## src/cll_pkg.sv

```systemverilog
package cll_pkg;
   localparam int CLL_NCH = 4;
   localparam int CLL_AW = 5;
   localparam int CLL_DW = 5;
   // per-channel register window
   localparam logic [CLL_AW-1:0] CLL_CH_STRIDE = 5'h08;
   localparam logic [2:0] CLL_OFS_STATUS = 3'h0;
   localparam logic [2:0] CLL_OFS_TXCTL = 3'h1;
   localparam logic [2:0] CLL_OFS_LOOP = 3'h4;
   // transmit_control fields
   localparam int CLL_TX_SHUTOFF_BIT = 4;
   localparam int CLL_SEND_ONES_BIT = 3;
   localparam int CLL_TX_CLK_INV_BIT = 2;
   localparam int CLL_TX_LEVEL_BIT = 1;
   localparam logic [CLL_DW-1:0] CLL_TXCTL_MASK = 5'h1E;
   // loop_and_rate_control fields
   localparam int CLL_RATE_SONET_BIT = 3;
   localparam int CLL_RATE_EURO_BIT = 2;
   localparam int CLL_LOCAL_LOOP_BIT = 1;
   localparam int CLL_REMOTE_LOOP_BIT = 0;
   localparam logic [CLL_DW-1:0] CLL_LOOP_MASK = 5'h0F;
   // status field
   localparam int CLL_FAULT_BIT = 0;
   localparam logic [CLL_DW-1:0] CLL_RESET_VAL = 5'h00;
   // drive monitor: nominal 128 tx clock periods, tolerance 32
   localparam int CLL_DM_PERIODS = 128;
   localparam int CLL_DM_TOL = 32;
   localparam int CLL_DM_CW = 8;

   typedef enum logic [1:0] {
      CLL_NORMAL,
      CLL_ANALOG_LOCAL,
      CLL_DIGITAL_LOCAL,
      CLL_REMOTE
   } cll_loop_t;
endpackage

```

## src/cll_top.sv

```systemverilog
`timescale 1ns/1ps
// Function
// - digital local loop returns encoded transmit data
// - host mode: both loop bits set selects it
// - hardware mode: both loop pins high selects it
// - remote loop sends received data back out
// - host mode: remote bit only selects remote
// - hardware mode: remote pin only selects remote
// - local select only gives analog local loop
// - shutoff tri-states both transmit line outputs
// - global shutoff pin disables every channel
// - host shutoff bit disables its own channel
// - driver active only when pin low and, in host mode, bit low
// - no monitor transitions for 128 periods raises fault
// - send-all-ones replaces terminal data with ones
// - hardware pin starts and stops all-ones
// - host bit starts and stops all-ones
module cll_top #(
   parameter int NCH = cll_pkg::CLL_NCH,
   parameter int DM_PERIODS = cll_pkg::CLL_DM_PERIODS
) (
   // clock, reset, enable
   input wire logic ref_clk_i,
   input wire logic rst_i,
   input wire logic ce_i,
   // mode and global pins
   input wire logic host_mode_i,
   input wire logic transmitter_shutoff_i,
   input wire logic [NCH-1:0] local_loop_select_i,
   input wire logic [NCH-1:0] remote_loop_select_i,
   input wire logic [NCH-1:0] send_all_ones_i,
   // register port
   input wire logic [cll_pkg::CLL_AW-1:0] reg_addr_i,
   input wire logic reg_wr_i,
   input wire logic [cll_pkg::CLL_DW-1:0] reg_wdata_i,
   output logic [cll_pkg::CLL_DW-1:0] reg_rdata_o,
   // terminal side
   input wire logic [NCH-1:0] tx_pos_data_i,
   input wire logic [NCH-1:0] tx_neg_data_i,
   input wire logic [NCH-1:0] tx_terminal_clock_i,
   output logic [NCH-1:0] rx_pos_data_o,
   output logic [NCH-1:0] rx_neg_data_o,
   output logic [NCH-1:0] rx_recovered_clock_o,
   // line side
   input wire logic [NCH-1:0] rx_line_pos_i,
   input wire logic [NCH-1:0] rx_line_neg_i,
   input wire logic [NCH-1:0] rx_line_clock_i,
   output logic [NCH-1:0] tx_line_pos_o,
   output logic [NCH-1:0] tx_line_neg_o,
   output logic [NCH-1:0] tx_line_oe_o,
   input wire logic [NCH-1:0] monitor_pos_input_i,
   input wire logic [NCH-1:0] monitor_neg_input_i,
   output logic [NCH-1:0] drive_fault_flag_o
);
   import cll_pkg::*;

   localparam int SW = 2 + 11 * NCH;
   localparam logic [CLL_DM_CW-1:0] DM_LIMIT = CLL_DM_CW'(DM_PERIODS);

   logic [SW-1:0] sync1_reg;
   logic [SW-1:0] sync2_reg;
   logic [NCH-1:0] tx_terminal_clock_d_reg;
   logic [NCH-1:0] mon_p_d_reg;
   logic [NCH-1:0] mon_n_d_reg;
   logic [CLL_DW-1:0] txctl_reg [NCH];
   logic [CLL_DW-1:0] loop_reg [NCH];
   logic [CLL_DW-1:0] rdata_next;

   // every mode, terminal and line pin crosses two flops (the register port does not); only the second stage is read
   always_ff @(posedge ref_clk_i or posedge rst_i) begin
      if (rst_i) begin
         sync1_reg <= '0;
         sync2_reg <= '0;
      end else if (ce_i) begin
         sync1_reg <= {host_mode_i, transmitter_shutoff_i,
                       local_loop_select_i, remote_loop_select_i, send_all_ones_i,
                       tx_pos_data_i, tx_neg_data_i, tx_terminal_clock_i,
                       rx_line_pos_i, rx_line_neg_i, rx_line_clock_i,
                       monitor_pos_input_i, monitor_neg_input_i};
         sync2_reg <= sync1_reg;
      end
   end

   wire host_s = sync2_reg[SW-1];
   wire shutoff_pin_s = sync2_reg[SW-2];
   wire [NCH-1:0] llb_pin_s = sync2_reg[11*NCH-1 -: NCH];
   wire [NCH-1:0] rlb_pin_s = sync2_reg[10*NCH-1 -: NCH];
   wire [NCH-1:0] ones_pin_s = sync2_reg[9*NCH-1 -: NCH];
   wire [NCH-1:0] txp_s = sync2_reg[8*NCH-1 -: NCH];
   wire [NCH-1:0] txn_s = sync2_reg[7*NCH-1 -: NCH];
   wire [NCH-1:0] tx_terminal_clock_s = sync2_reg[6*NCH-1 -: NCH];
   wire [NCH-1:0] rxp_s = sync2_reg[5*NCH-1 -: NCH];
   wire [NCH-1:0] rxn_s = sync2_reg[4*NCH-1 -: NCH];
   wire [NCH-1:0] rx_recovered_clock_s = sync2_reg[3*NCH-1 -: NCH];
   wire [NCH-1:0] monp_s = sync2_reg[2*NCH-1 -: NCH];
   wire [NCH-1:0] monn_s = sync2_reg[NCH-1 -: NCH];

   always_ff @(posedge ref_clk_i or posedge rst_i) begin
      if (rst_i) begin
         tx_terminal_clock_d_reg <= '0;
         mon_p_d_reg <= '0;
         mon_n_d_reg <= '0;
      end else if (ce_i) begin
         tx_terminal_clock_d_reg <= tx_terminal_clock_s;
         mon_p_d_reg <= monp_s;
         mon_n_d_reg <= monn_s;
      end
   end

   genvar ch;
   generate
      for (ch = 0; ch < NCH; ch++) begin : g_ch
         localparam logic [CLL_AW-1:0] BASE = CLL_AW'(ch * CLL_CH_STRIDE);
         logic [CLL_DM_CW-1:0] idle_cnt_reg;
         logic fault_reg;
         logic ones_phase_reg;
         logic enc_p_reg;
         logic enc_n_reg;
         logic line_p_reg;
         logic line_n_reg;
         logic oe_reg;
         logic rx_p_reg;
         logic rx_n_reg;
         logic rx_c_reg;
         logic local_loop_select;
         logic remote_loop_select;
         logic ones_on;
         logic tx_en;
         cll_loop_t mode;
         wire tx_terminal_clock_rise = tx_terminal_clock_s[ch] & ~tx_terminal_clock_d_reg[ch];
         wire mon_edge = (monp_s[ch] ^ mon_p_d_reg[ch]) | (monn_s[ch] ^ mon_n_d_reg[ch]);

         // host registers, all fields clear at reset
         always_ff @(posedge ref_clk_i or posedge rst_i) begin
            if (rst_i) begin
               txctl_reg[ch] <= CLL_RESET_VAL;
               loop_reg[ch] <= CLL_RESET_VAL;
            end else if (ce_i && reg_wr_i) begin
               if (reg_addr_i == BASE + CLL_AW'(CLL_OFS_TXCTL)) begin
                  txctl_reg[ch] <= reg_wdata_i & CLL_TXCTL_MASK;
               end
               if (reg_addr_i == BASE + CLL_AW'(CLL_OFS_LOOP)) begin
                  loop_reg[ch] <= reg_wdata_i & CLL_LOOP_MASK;
               end
            end
         end

         always_comb begin
            local_loop_select = host_s ? loop_reg[ch][CLL_LOCAL_LOOP_BIT] : llb_pin_s[ch];
            remote_loop_select = host_s ? loop_reg[ch][CLL_REMOTE_LOOP_BIT] : rlb_pin_s[ch];
            ones_on = host_s ? txctl_reg[ch][CLL_SEND_ONES_BIT] : ones_pin_s[ch];
            // in hardware mode the bit is not consulted, so only the pin matters
            tx_en = ~shutoff_pin_s
                    & ~(host_s & txctl_reg[ch][CLL_TX_SHUTOFF_BIT]);
            unique case ({local_loop_select, remote_loop_select})
               2'b11: mode = CLL_DIGITAL_LOCAL;
               2'b01: mode = CLL_REMOTE;
               2'b10: mode = CLL_ANALOG_LOCAL;
               2'b00: mode = CLL_NORMAL;
            endcase
         end

         // transmit path, stepped on each terminal clock rising edge
         always_ff @(posedge ref_clk_i or posedge rst_i) begin
            if (rst_i) begin
               ones_phase_reg <= 1'b0;
               enc_p_reg <= 1'b0;
               enc_n_reg <= 1'b0;
            end else if (ce_i && tx_terminal_clock_rise) begin
               if (mode == CLL_REMOTE) begin
                  enc_p_reg <= rxp_s[ch];
                  enc_n_reg <= rxn_s[ch];
               end else if (ones_on) begin
                  // alternate mark polarity keeps the ones pattern balanced
                  ones_phase_reg <= ~ones_phase_reg;
                  enc_p_reg <= ~ones_phase_reg;
                  enc_n_reg <= ones_phase_reg;
               end else begin
                  enc_p_reg <= txp_s[ch];
                  enc_n_reg <= txn_s[ch];
               end
            end
         end

         // line driver: data forced low while tri-stated
         always_ff @(posedge ref_clk_i or posedge rst_i) begin
            if (rst_i) begin
               line_p_reg <= 1'b0;
               line_n_reg <= 1'b0;
               oe_reg <= 1'b0;
            end else if (ce_i) begin
               oe_reg <= tx_en;
               line_p_reg <= enc_p_reg & tx_en;
               line_n_reg <= enc_n_reg & tx_en;
            end
         end

         // receive outputs pick their source by loop mode
         always_ff @(posedge ref_clk_i or posedge rst_i) begin
            if (rst_i) begin
               rx_p_reg <= 1'b0;
               rx_n_reg <= 1'b0;
               rx_c_reg <= 1'b0;
            end else if (ce_i) begin
               unique case (mode)
                  CLL_DIGITAL_LOCAL: begin
                     rx_p_reg <= enc_p_reg;
                     rx_n_reg <= enc_n_reg;
                     rx_c_reg <= tx_terminal_clock_d_reg[ch];
                  end
                  CLL_ANALOG_LOCAL: begin
                     // sees only what is on the line, so nothing while tri-stated
                     rx_p_reg <= line_p_reg;
                     rx_n_reg <= line_n_reg;
                     rx_c_reg <= tx_terminal_clock_d_reg[ch];
                  end
                  CLL_REMOTE, CLL_NORMAL: begin
                     rx_p_reg <= rxp_s[ch];
                     rx_n_reg <= rxn_s[ch];
                     rx_c_reg <= rx_recovered_clock_s[ch];
                  end
               endcase
            end
         end

         // drive monitor counts terminal clock periods without a transition
         always_ff @(posedge ref_clk_i or posedge rst_i) begin
            if (rst_i) begin
               idle_cnt_reg <= '0;
               fault_reg <= 1'b0;
            end else if (ce_i) begin
               if (mon_edge) begin
                  idle_cnt_reg <= '0;
                  fault_reg <= 1'b0;
               end else if (tx_terminal_clock_rise && idle_cnt_reg != DM_LIMIT) begin
                  idle_cnt_reg <= idle_cnt_reg + 1'b1;
               end else if (idle_cnt_reg == DM_LIMIT) begin
                  fault_reg <= 1'b1;
               end
            end
         end

         assign tx_line_pos_o[ch] = line_p_reg;
         assign tx_line_neg_o[ch] = line_n_reg;
         assign tx_line_oe_o[ch] = oe_reg;
         assign rx_pos_data_o[ch] = rx_p_reg;
         assign rx_neg_data_o[ch] = rx_n_reg;
         assign rx_recovered_clock_o[ch] = rx_c_reg;
         assign drive_fault_flag_o[ch] = fault_reg;
      end
   endgenerate

   // registered read; unmapped and reserved read as zero
   always_comb begin
      rdata_next = '0;
      for (int i = 0; i < NCH; i++) begin
         if (reg_addr_i == CLL_AW'(i * CLL_CH_STRIDE) + CLL_AW'(CLL_OFS_STATUS)) begin
            rdata_next[CLL_FAULT_BIT] = drive_fault_flag_o[i];
         end
         if (reg_addr_i == CLL_AW'(i * CLL_CH_STRIDE) + CLL_AW'(CLL_OFS_TXCTL)) begin
            rdata_next = txctl_reg[i];
         end
         if (reg_addr_i == CLL_AW'(i * CLL_CH_STRIDE) + CLL_AW'(CLL_OFS_LOOP)) begin
            rdata_next = loop_reg[i];
         end
      end
   end

   always_ff @(posedge ref_clk_i or posedge rst_i) begin
      if (rst_i) begin
         reg_rdata_o <= '0;
      end else if (ce_i) begin
         reg_rdata_o <= rdata_next;
      end
   end
endmodule

```

## config.mk

```make
export PLATFORM = sky130hd
export DESIGN_NAME = cll_top
export DESIGN_NICKNAME = d
export VERILOG_FILES = /design/src/cll_pkg.sv /design/src/cll_top.sv
export SDC_FILE = /design/constraint.sdc
export NUM_CORES = 1
export LEC_CHECK = 0
export BUFFER_PORTS_ARGS = -buffer_cell sky130_fd_sc_hd__buf_2
export CORE_MARGIN = 5
export CORE_UTILIZATION = 40
export CTS_CLUSTER_DIAMETER = 120
export DETAILED_ROUTE_END_ITERATION = 16
export HOLD_SLACK_MARGIN = 0.1
export PLACE_DENSITY_LB_ADDON = 0.08
export SLEW_MARGIN = 20
export SYNTH_ARGS = -nofsm -noshare
export SYNTH_HDL_FRONTEND = slang
export SYNTH_SLANG_ARGS = --single-unit
```

## constraint.sdc

```tcl
create_clock -name ref_clk_i -period 10.1 [get_ports ref_clk_i]
set_clock_uncertainty 0.15 [all_clocks]
set_input_delay 0.505 -clock ref_clk_i [delete_from_list [all_inputs] [get_ports ref_clk_i]]
set_output_delay 0.505 -clock ref_clk_i [all_outputs]
set_load 0.02 [all_outputs]
```

==> results of run 1 <==
[final cells by class]
class                           instances  share of cell area [%]
Sequential cell                       213                    46.1
Multi-Input combinational cell        503                    34.6
Timing Repair Buffer                  140                    8.16
Clock buffer                           32                    5.98
Tap cell                              324                    3.51
Clock inverter                         14                   0.985
Inverter                               20                   0.714
[critical path: cells and delay by family]
family | cells | cell delay (ps)
buffers and inverters | 2 | 1350
and+or+nand+nor | 2 | 410
AOI/OAI and AO/OA | 1 | 340
muxes | 1 | 290
[final timing paths]
| check | slack, ps | end | startpoint |
|---|---|---|---|
| hold / removal | 120 | sync1_reg[39] | remote_loop_select_i[3] |
| setup / recovery | 7410 | g_ch[1].idle_cnt_reg[0] | ce_i |
| min in group asynchronous | 570 | sync1_reg[24] | rst_i |
| max in group asynchronous | 7850 | tx_terminal_clock_d_reg[3] | rst_i |
| setup reg to reg | 7810 | g_ch[0].enc_p_reg | sync2_reg[45] |
| hold reg to reg | 340 | g_ch[2].ones_phase_reg | g_ch[2].ones_phase_reg |
[metal layers]
metal | global-route usage, % | share of wire (%) | wire [um] | vias to the layer above
met5 | 0 | 0 | 0 | -
met4 | 3.30 | 1.5 | 329 | 0
met3 | 2.71 | 3.7 | 793 | 21
met2 | 26.8 | 50 | 10700 | 105
met1 | 21.3 | 45 | 9630 | 3164
li1 | - | - | - | 3004
[cell families after synthesis]
family	Yosys count	share of synthesized area (%)
flip-flops	213	54.8
multiplexers	187	21.6
AND/OR/NAND/NOR	182	9.42
AO/OA/AOI/OAI	93	6.07
buffers and inverters	73	4.18
XOR/XNOR	33	2.97
adder cells (fa/ha/maj)	8	1.03
[power breakdown]
| group | internal, W | switching, W | leakage (nW) |
|---|---|---|---|
| sequential | 0.000981 | 0.0000910 | 2.66 |
| clock | 0.000512 | 0.000353 | 0.395 |
| combinational | 0.000179 | 0.000207 | 2.12 |
| total | 0.00167 | 0.000651 | 5.17 |
[synthesized netlist by cell type, drive strengths merged (16+ instances only)]
cell	count	area share [%]
dfrtp	213	55
mux2	151	17
nor2	62	2.4
buf	47	3.2
nand2	42	1.6
o21ai	37	1.9
mux2i	33	3.4
a21oi	21	1.1
inv	20	0.77
nand3	20	1.0
xor2	17	1.5
xnor2	16	1.4
[stage by stage]
stage          utilization (%)  power, W  area, sq um  hold slack (ps)
3_3_place_gp              42.7   0.00145        10300              322
4_1_cts                   47.9   0.00237        11600              102
5_1_grt                   48.0   0.00245        11600              100
6_report                  48.0   0.00232        11600              124
3_5_place_dp              42.7   0.00147        10300              327
2_1_floorplan                -   0.00137         9730              303
[cells in the final DEF (no fill, tap or decap), types with 3 or more instances in the layout]
cell type	n
a22o_1	5
mux4_2	3
nor2b_1	6
nor2_1	60
clkbuf_1	3
o31ai_1	3
buf_2	91
o21ai_0	21
clkbuf_8	4
nand4bb_1	3
nand2_1	42
nand4_1	5
xor2_1	17
clkinvlp_4	3
mux2i_1	33
a21oi_1	21
a41oi_1	3
a31oi_1	5
ha_1	8
clkbuf_16	25
nand3b_1	5
dfrtp_1	213
o221ai_1	3
o21ai_1	16
mux2_1	12
inv_1	18
nand3_1	20
dlygate4sd3_1	45
mux2_2	139
and3_1	6
or3_1	5
nor3_1	10
xnor2_1	16
clkinv_2	7
==> qor.tcl, run 1 <==
set qor(worst-slew-pin-transition_ps) 931
set qor(start_util_pct) 40.4
set qor(worstPathRequired_ps) 10340
set qor(worst_skew_pair.late_latency_ps) 520
set qor(finalHoldViolations) 0
set qor(design.die.area_sq_um) 27500
set qor(core.rowCount) 57
set qor(slowest_cp_cell) {buf_4}
set qor(placed_cells_incl_taps) 1155
set qor(power_density_nw_per_um2) 201
set qor(grt_antenna_before_repair) 0
set qor(rsz0062_at_grt) {no}
set qor(postSynthRegisterBits) 213
set qor(path_cells) {buf_6 -> buf_4 -> nand3b_1 -> a41oi_1 -> nor2_1 -> mux2_2}
set qor(distinct_cell_type_count_after_synthesis) 58
set qor(setup-violations-final) 0
set qor(worstPathMaxFanout) 96
set qor(buffer_ports.inserted) 92
set qor(worstSetupPathType) {primary input to register}
set qor(routabilityCongestion) 0.811
set qor(report.final.slew_viol_count) 0
set qor(ant_nets) 0
set qor(placement.setup.worst_slack_ps) 6840
set qor(chipWidth_um) 166
set qor(drt_first_iter_violations) 386
set qor(insertedDiodeCount) 0
set qor(post_cts_hold_buffer_count) 45
set qor(syn_avg_cell_area_sq_um) 12.3
set qor(pin_count_of_the_biggest_net_entering_global_routing) 134
set qor(max-slew-margin-rel_pct) 38.0
set qor(ys_async_sr_fraction_pct) 100
set qor(post_route_cells_drive_above_1_share_pct) 31.6
set qor(number_of_global_route_vias_before_repair) 6699
set qor(cts.htree.levels) 1
set qor(wirelength_mm) 21.4
set qor(half_perimeter_wire_length_of_the_detailed_placement_result_mm) 14.9
set qor(ys.flop_type) {dfrtp_1}
set qor(first_pass_grt_wire_length_mm) 36.3
set qor(cts_setup_buffers) 0
set qor(timing.final.ws_setup_ps) 7410
set qor(cts_tree) {yes}
set qor(num-nets-final) 971
set qor(period_minus_slack_ps) 2690
set qor(final.setup.tns_ps) 0
set qor(worst_ep_arrival_time_ps) 2930
set qor(detail_route.wl_per_cell_um) 17.2
set qor(cts_made_buffers) 25
set qor(worst_setup_path_end_kind) {register}
set qor(highest_cell_delay_on_the_worst_timing_path_ps) 760
set qor(multi_input_comb_area_sq_um) 4000
set qor(clock_sinks) 213
set qor(synth_edf_count) 0
set qor(num_vias) 6294
set qor(die_y_um) 166
set qor(netlist_area_sq_um) 9730
set qor(clk_path_buf_depth) 3
set qor(status) {complete, no violations}
set qor(finalNonFillerCells) 1246
set qor(post_cts_resize_count) 0
set qor(coreArea_sq_um) 24100
set qor(grt_usage_pct) 15.7
set qor(yosysWarningCount) 0
set qor(final.fill_count) 2229
set qor(clkTransAtPathRegs_ps) 60
set qor(root_buf_cell) {clkbuf_16}
set qor(drt-vias-per-instance) 5.05
set qor(drc) 0
set qor(p_leak_nw) 5.17
set qor(detailedRoute.firstPassIterationCount) 4
set qor(timing.reg2reg.worst_path_depth) 5
set qor(seq_area_frac_synth_pct) 54.8
set qor(worst_setup_path_start_kind) {primary input}
set qor(period_share_pct) 26.6
set qor(area.sequential_sq_um) 5330
set qor(synth_fp_nets) 857
set qor(max_cap_viol_count) 0
set qor(timing.hold.worst.class) {primary input to register}
set qor(min_delay_path_depth) 2
set qor(area_added_between_synthesis_and_finish_pct) 18.8
set qor(num_io_pins) 93
set qor(global_route.overflow_total) 0
set qor(number_of_instances_in_the_synthesized_netlist) 789
set qor(vdd_drop_max_v) 0.000113
set qor(maxClockFrequency_ghz) 0.372
No activity file was read; power rests on OpenSTA's default activity.
==> run 2, diff against run 1 <==
clock period = 2.54 ns   (was 10.1 ns; I/O delays follow)
==> run 2 against run 1 <==
  * Core utilization up 1.5 points
  * Final area increased by 3.2%
  * Clock power grew to 4.4 times the previous value
  * Die area stayed put
  * Flip-flop and latch count did not move
  * Via count up 2.7%
  * Worst setup slack lost 7300 ps
  * Count of clock-buffer cells in the layout increased by 2
  * Critical endpoint is now txctl_reg[4]
  * Largest power group unchanged
==> qor.tcl, run 2 (synthesis gave the netlist of run 1 again) <==
set qor(status) {complete, no violations}
set qor(final_core_util_pct) 49.5
set qor(finalHoldViolations) 0
set qor(cts.htree.levels) 1
set qor(cts_setup_buffers) 0
set qor(chipWidth_um) 166
set qor(global_route.overflow_total) 0
set qor(finalInstanceArea_sq_um) 11900
set qor(vdd_drop_max_v) 0.000449
set qor(worst-slew-pin-transition_ps) 604
set qor(setup-violations-final) 0
set qor(post_route_cells_drive_above_1_share_pct) 31.7
set qor(max-slew-margin-rel_pct) 59.6
set qor(num_io_pins) 93
set qor(worstPathMaxFanout) 21
set qor(report.final.slew_viol_count) 0
set qor(drc) 0
set qor(routabilityCongestion) 0.888
set qor(detail_route.wl_per_cell_um) 17.4
set qor(worstPathRequired_ps) 2780
set qor(drt_first_iter_violations) 417
set qor(placed_cells_incl_taps) 1168
set qor(buffer_ports.inserted) 92
set qor(area.sequential_sq_um) 5330
set qor(number_of_global_route_vias_before_repair) 6765
set qor(num_vias) 6466
set qor(drt-vias-per-instance) 5.07
set qor(worst_setup_path_end_kind) {register}
set qor(detailedRoute.firstPassIterationCount) 4
set qor(grt_usage_pct) 16.1
set qor(finalNonFillerCells) 1275
set qor(worst_setup_path_start_kind) {primary input}
set qor(ant_nets) 0
set qor(rr_startpoint) {tx_terminal_clock_d_reg[0]}
set qor(whs_ps) 98.6
set qor(first_pass_grt_wire_length_mm) 37.0
set qor(cts_tree) {yes}
set qor(max_cap_viol_count) 0
set qor(mostFrequentLayoutCell) {dfrtp_1}
set qor(maxClockFrequency_ghz) 0.410
set qor(area_added_between_synthesis_and_finish_pct) 22.6
set qor(power_density_nw_per_um2) 810
set qor(area_of_placed_instances_sq_um) 10400
set qor(p_leak_nw) 5.36
set qor(layout_common_cells) {dfrtp_1 (213), mux2_2 (139), buf_2 (91)}
set qor(worst_skew_pair.late_latency_ps) 500
set qor(post_cts_resize_count) 0
set qor(insertedDiodeCount) 0
set qor(pin_count_of_the_biggest_net_entering_global_routing) 77
set qor(core.rowCount) 57
set qor(design.die.area_sq_um) 27500
set qor(start_util_pct) 40.4
set qor(clkTransAtPathRegs_ps) 60
set qor(clock_sinks) 213
set qor(half_perimeter_wire_length_of_the_detailed_placement_result_mm) 15.6
set qor(post_cts_hold_buffer_count) 62
set qor(coreArea_sq_um) 24100
set qor(multi_input_comb_area_sq_um) 4000
set qor(die_y_um) 166
set qor(cts_made_buffers) 25
set qor(period_minus_slack_ps) 2440
set qor(grt_antenna_before_repair) 0
set qor(root_buf_cell) {clkbuf_16}
set qor(final.setup.tns_ps) 0
set qor(period_share_pct) 95.9
set qor(num-nets-final) 1001
set qor(worstSetupStartpoint) {ce_i}
set qor(worstSetupPathType) {primary input to register}
set qor(worst_ep_arrival_time_ps) 2680
set qor(clk_path_buf_depth) 3
set qor(final.fill_count) 2206
set qor(rsz0062_at_grt) {no}
set qor(timing.hold.worst.class) {primary input to async pin}
set qor(wirelength_mm) 22.2
[run 2: cell types whose count changed in the layout (fill, tap and decap cells not counted)]
cell           before  now
buf_12              0    3
inv_8               1    0
inv_6               1    0
buf_6               2    1
dlygate4sd3_1      45   62
clkinv_2            7    6
clkinvlp_4          3    1
clkinv_4            2    0
bufinv_16           1    5
buf_4               2   13
clkbuf_1            3    5
[run 2: critical path, cell delays in order]
cell           delay (ps)
dlygate4sd3_1         540
buf_6                 240
nand2_1               210
nor4_2                400
dlygate4sd3_1         770
mux2_2                370
[run 2: path summary, 6_finish.rpt]
kind	end	slack, ps	depth (start not counted)
max in group asynchronous	g_ch[2].enc_n_reg	1330	4
min in group ref_clk_i	sync1_reg[6]	240	3
worst min register to register	g_ch[2].ones_phase_reg	340	1
worst max register to register	g_ch[0].idle_cnt_reg[5]	560	5
worst min-delay path	g_ch[2].idle_cnt_reg[2]	100	3
worst max-delay path	txctl_reg[4]	100	6
[run 2: routing by layer]
metal,vias up,GRT usage [%],part of all wire (%)
li1,3071,-,-
met4,0,4.05,2.5
met1,3245,22.6,47
met5,-,0,0
met2,116,26.0,47
met3,34,3.00,4.1
[run 2: stage by stage]
stage               setup slack [ps]  total power (W)
CTS                              118          0.00982
global placement                 609          0.00584
finish                           104          0.00966
global route                    43.8           0.0102
detailed placement               582          0.00589
floorplan                       -507          0.00546
[run 2: layout make-up]
cell class	instances	share of cell area (%)
sequential	213	44.7
inverter	20	0.661
clock buffer	34	5.86
timing repair buffer	170	10.4
tap	324	3.40
multi-input combinational	503	33.5
clock inverter	11	1.51
[run 2: power by group]
| part | switching, W | internal, W | total, W |
|---|---|---|---|
| Clock | 0.00137 | 0.00243 | 0.00379 |
| Sequential | 0.000383 | 0.00390 | 0.00428 |
| Combinational | 0.000825 | 0.000764 | 0.00159 |
==> run 3, diff against run 2 <==
CORE_UTILIZATION = 61   (was 40)
CTS_BUF_LIST = sky130_fd_sc_hd__clkbuf_4   (was unset)
==> run 3 against run 2 <==
  * Total power decreased by 8.0%
  * Largest cell class unchanged
  * Core utilization increased by 29 points
  * Count of clock-buffer cells in the layout increased by 50
  * Final area increased by 4.2%
  * Critical path depth increased by 1
  * Flip-flop and latch count unchanged
  * First-iteration DRC count increased by 6.2%
  * Sequential share of layout area decreased by 1.8 points
  * Worst hold slack improved by 63 ps
  * Via count increased by 11%
  * Sequential power about the same
==> qor.tcl, run 3 (synthesis gave the netlist of run 1 again) <==
set qor(rr_startpoint) {g_ch[0].idle_cnt_reg[0]}
set qor(design.die.area_sq_um) 18600
set qor(multi_input_comb_area_sq_um) 4000
set qor(rsz0062_at_grt) {no}
set qor(buffer_ports.inserted) 92
set qor(global_route.overflow_total) 0
set qor(timing.hold.worst.class) {primary input to register}
set qor(clkTransAtPathRegs_ps) 70
set qor(whs_ps) 162
set qor(worstPathMaxFanout) 5
set qor(timing.hold.worst_endpoint) {loop_reg[15]}
set qor(area.sequential_sq_um) 5330
set qor(reg2reg_slack_ps) 510
set qor(num-nets-final) 1115
set qor(first_pass_grt_wire_length_mm) 38.4
set qor(timing.final.ws_setup_ps) 21.1
set qor(num_io_pins) 93
set qor(pin_count_of_the_biggest_net_entering_global_routing) 88
set qor(routabilityCongestion) 0.876
set qor(coreArea_sq_um) 15800
set qor(cts.htree.levels) 2
set qor(insertedDiodeCount) 0
set qor(root_buf_cell) {clkbuf_4}
set qor(max_cap_viol_count) 0
set qor(worstPathRequired_ps) 2910
set qor(drt_first_iter_violations) 443
set qor(post_route_cells_drive_above_1_share_pct) 32.1
set qor(vdd_drop_max_v) 0.000498
set qor(start_util_pct) 61.7
set qor(clk_path_buf_depth) 3
set qor(layout_common_cells) {dfrtp_1 (213), dlygate4sd3_1 (145), mux2_2 (139)}
set qor(cts_tree) {yes}
set qor(number_of_global_route_vias_before_repair) 7702
set qor(min_delay_path_depth) 5
set qor(grt_usage_pct) 26.3
set qor(cts_made_buffers) 55
set qor(mostFrequentLayoutCell) {dfrtp_1}
set qor(final_core_util_pct) 78.8
set qor(half_perimeter_wire_length_of_the_detailed_placement_result_mm) 14.8
set qor(period_minus_slack_ps) 2520
set qor(worst_ep_arrival_time_ps) 2890
set qor(clock_sinks) 213
set qor(chipWidth_um) 136
set qor(placement.setup.worst_slack_ps) 520
set qor(setup-violations-final) 0
set qor(placed_cells_incl_taps) 1061
set qor(maxClockFrequency_ghz) 0.397
set qor(drc) 0
set qor(finalHoldViolations) 0
set qor(worst_skew_pair.late_latency_ps) 650
set qor(final.fill_count) 1021
set qor(grt_antenna_before_repair) 0
set qor(worst-slew-pin-transition_ps) 605
set qor(timing.reg2reg.worst_path_depth) 7
set qor(status) {complete, no violations}
set qor(total_power_w) 0.00889
set qor(timing.hold.worst.start) {ce_i}
set qor(ant_nets) 0
set qor(max-slew-margin-rel_pct) 59.5
set qor(area_added_between_synthesis_and_finish_pct) 27.8
set qor(worstSetupPathType) {primary input to register}
set qor(worstSetupStartpoint) {reg_wr_i}
set qor(die_y_um) 136
set qor(drt-vias-per-instance) 5.53
set qor(num_vias) 7166
set qor(detailedRoute.firstPassIterationCount) 5
set qor(report.final.slew_viol_count) 0
set qor(worst_setup_path_start_kind) {primary input}
set qor(detail_route.wl_per_cell_um) 18.3
set qor(core.rowCount) 46
set qor(finalNonFillerCells) 1296
set qor(wirelength_mm) 23.7
set qor(critical_path.reg2reg.endpoint) {g_ch[0].idle_cnt_reg[5]}
set qor(power_density_nw_per_um2) 715
set qor(cts_setup_buffers) 0
set qor(worst_setup_path_end_kind) {register}
set qor(period_share_pct) 99.2
set qor(p_leak_nw) 5.69
## run 3: report_power, final
group | switching, W | internal, W | total [W]
clock network | 0.00134 | 0.00148 | 0.00282
registers | 0.000414 | 0.00390 | 0.00431
logic | 0.000874 | 0.000888 | 0.00176
total | 0.00263 | 0.00627 | 0.00889
## run 3: timing repair
action / 4_1_cts / 5_1_grt
endpoints found under the setup margin: 0 / 1
hold endpoints to repair: 391 / 0
gates resized for setup: 0 / 1
hold buffers: 145 / 0
## run 3: worst max-delay path, cell delays in order
cell           delay [ps]
dlygate4sd3_1         550
buf_2                 110
nand2_1               150
dlygate4sd3_1         680
nor3_4                340
mux2_2                370
dlygate4sd3_1         560
## run 3: worst max path at each step
stage,end,depth (start not counted)
floorplan,g_ch[0].enc_n_reg,1
global placement,g_ch[0].rx_n_reg,5
detailed placement,g_ch[0].rx_n_reg,5
CTS,loop_reg[10],7
global route,loop_reg[10],7
finish,loop_reg[10],7
## run 3: metal layers
| layer | wire, um | vias up | part of all wire [%] | track usage (%) |
|---|---|---|---|---|
| met5 | 0 | - | 0 | 0 |
| met4 | 631 | 0 | 2.7 | 8.85 |
| met2 | 12000 | 256 | 51 | 45.5 |
| met1 | 9670 | 3544 | 41 | 33.3 |
| met3 | 1380 | 54 | 5.8 | 5.00 |
| li1 | - | 3312 | - | - |
## run 3: through the flow
step                TNS, ps  area, sq um
floorplan           -108030         9740
global placement          0        10300
detailed placement        0        10300
CTS                       0        12400
global route              0        12400
finish                    0        12400
## run 3: cell type report
type                    instances  share of cell area [%]
clock buffers                  84                    5.07
inverters                      20                   0.634
clock inverters                 6                   0.211
well taps                     216                    2.17
repair buffers                254                    16.9
multi-input cells             503                    32.2
flip-flops and latches        213                    42.9
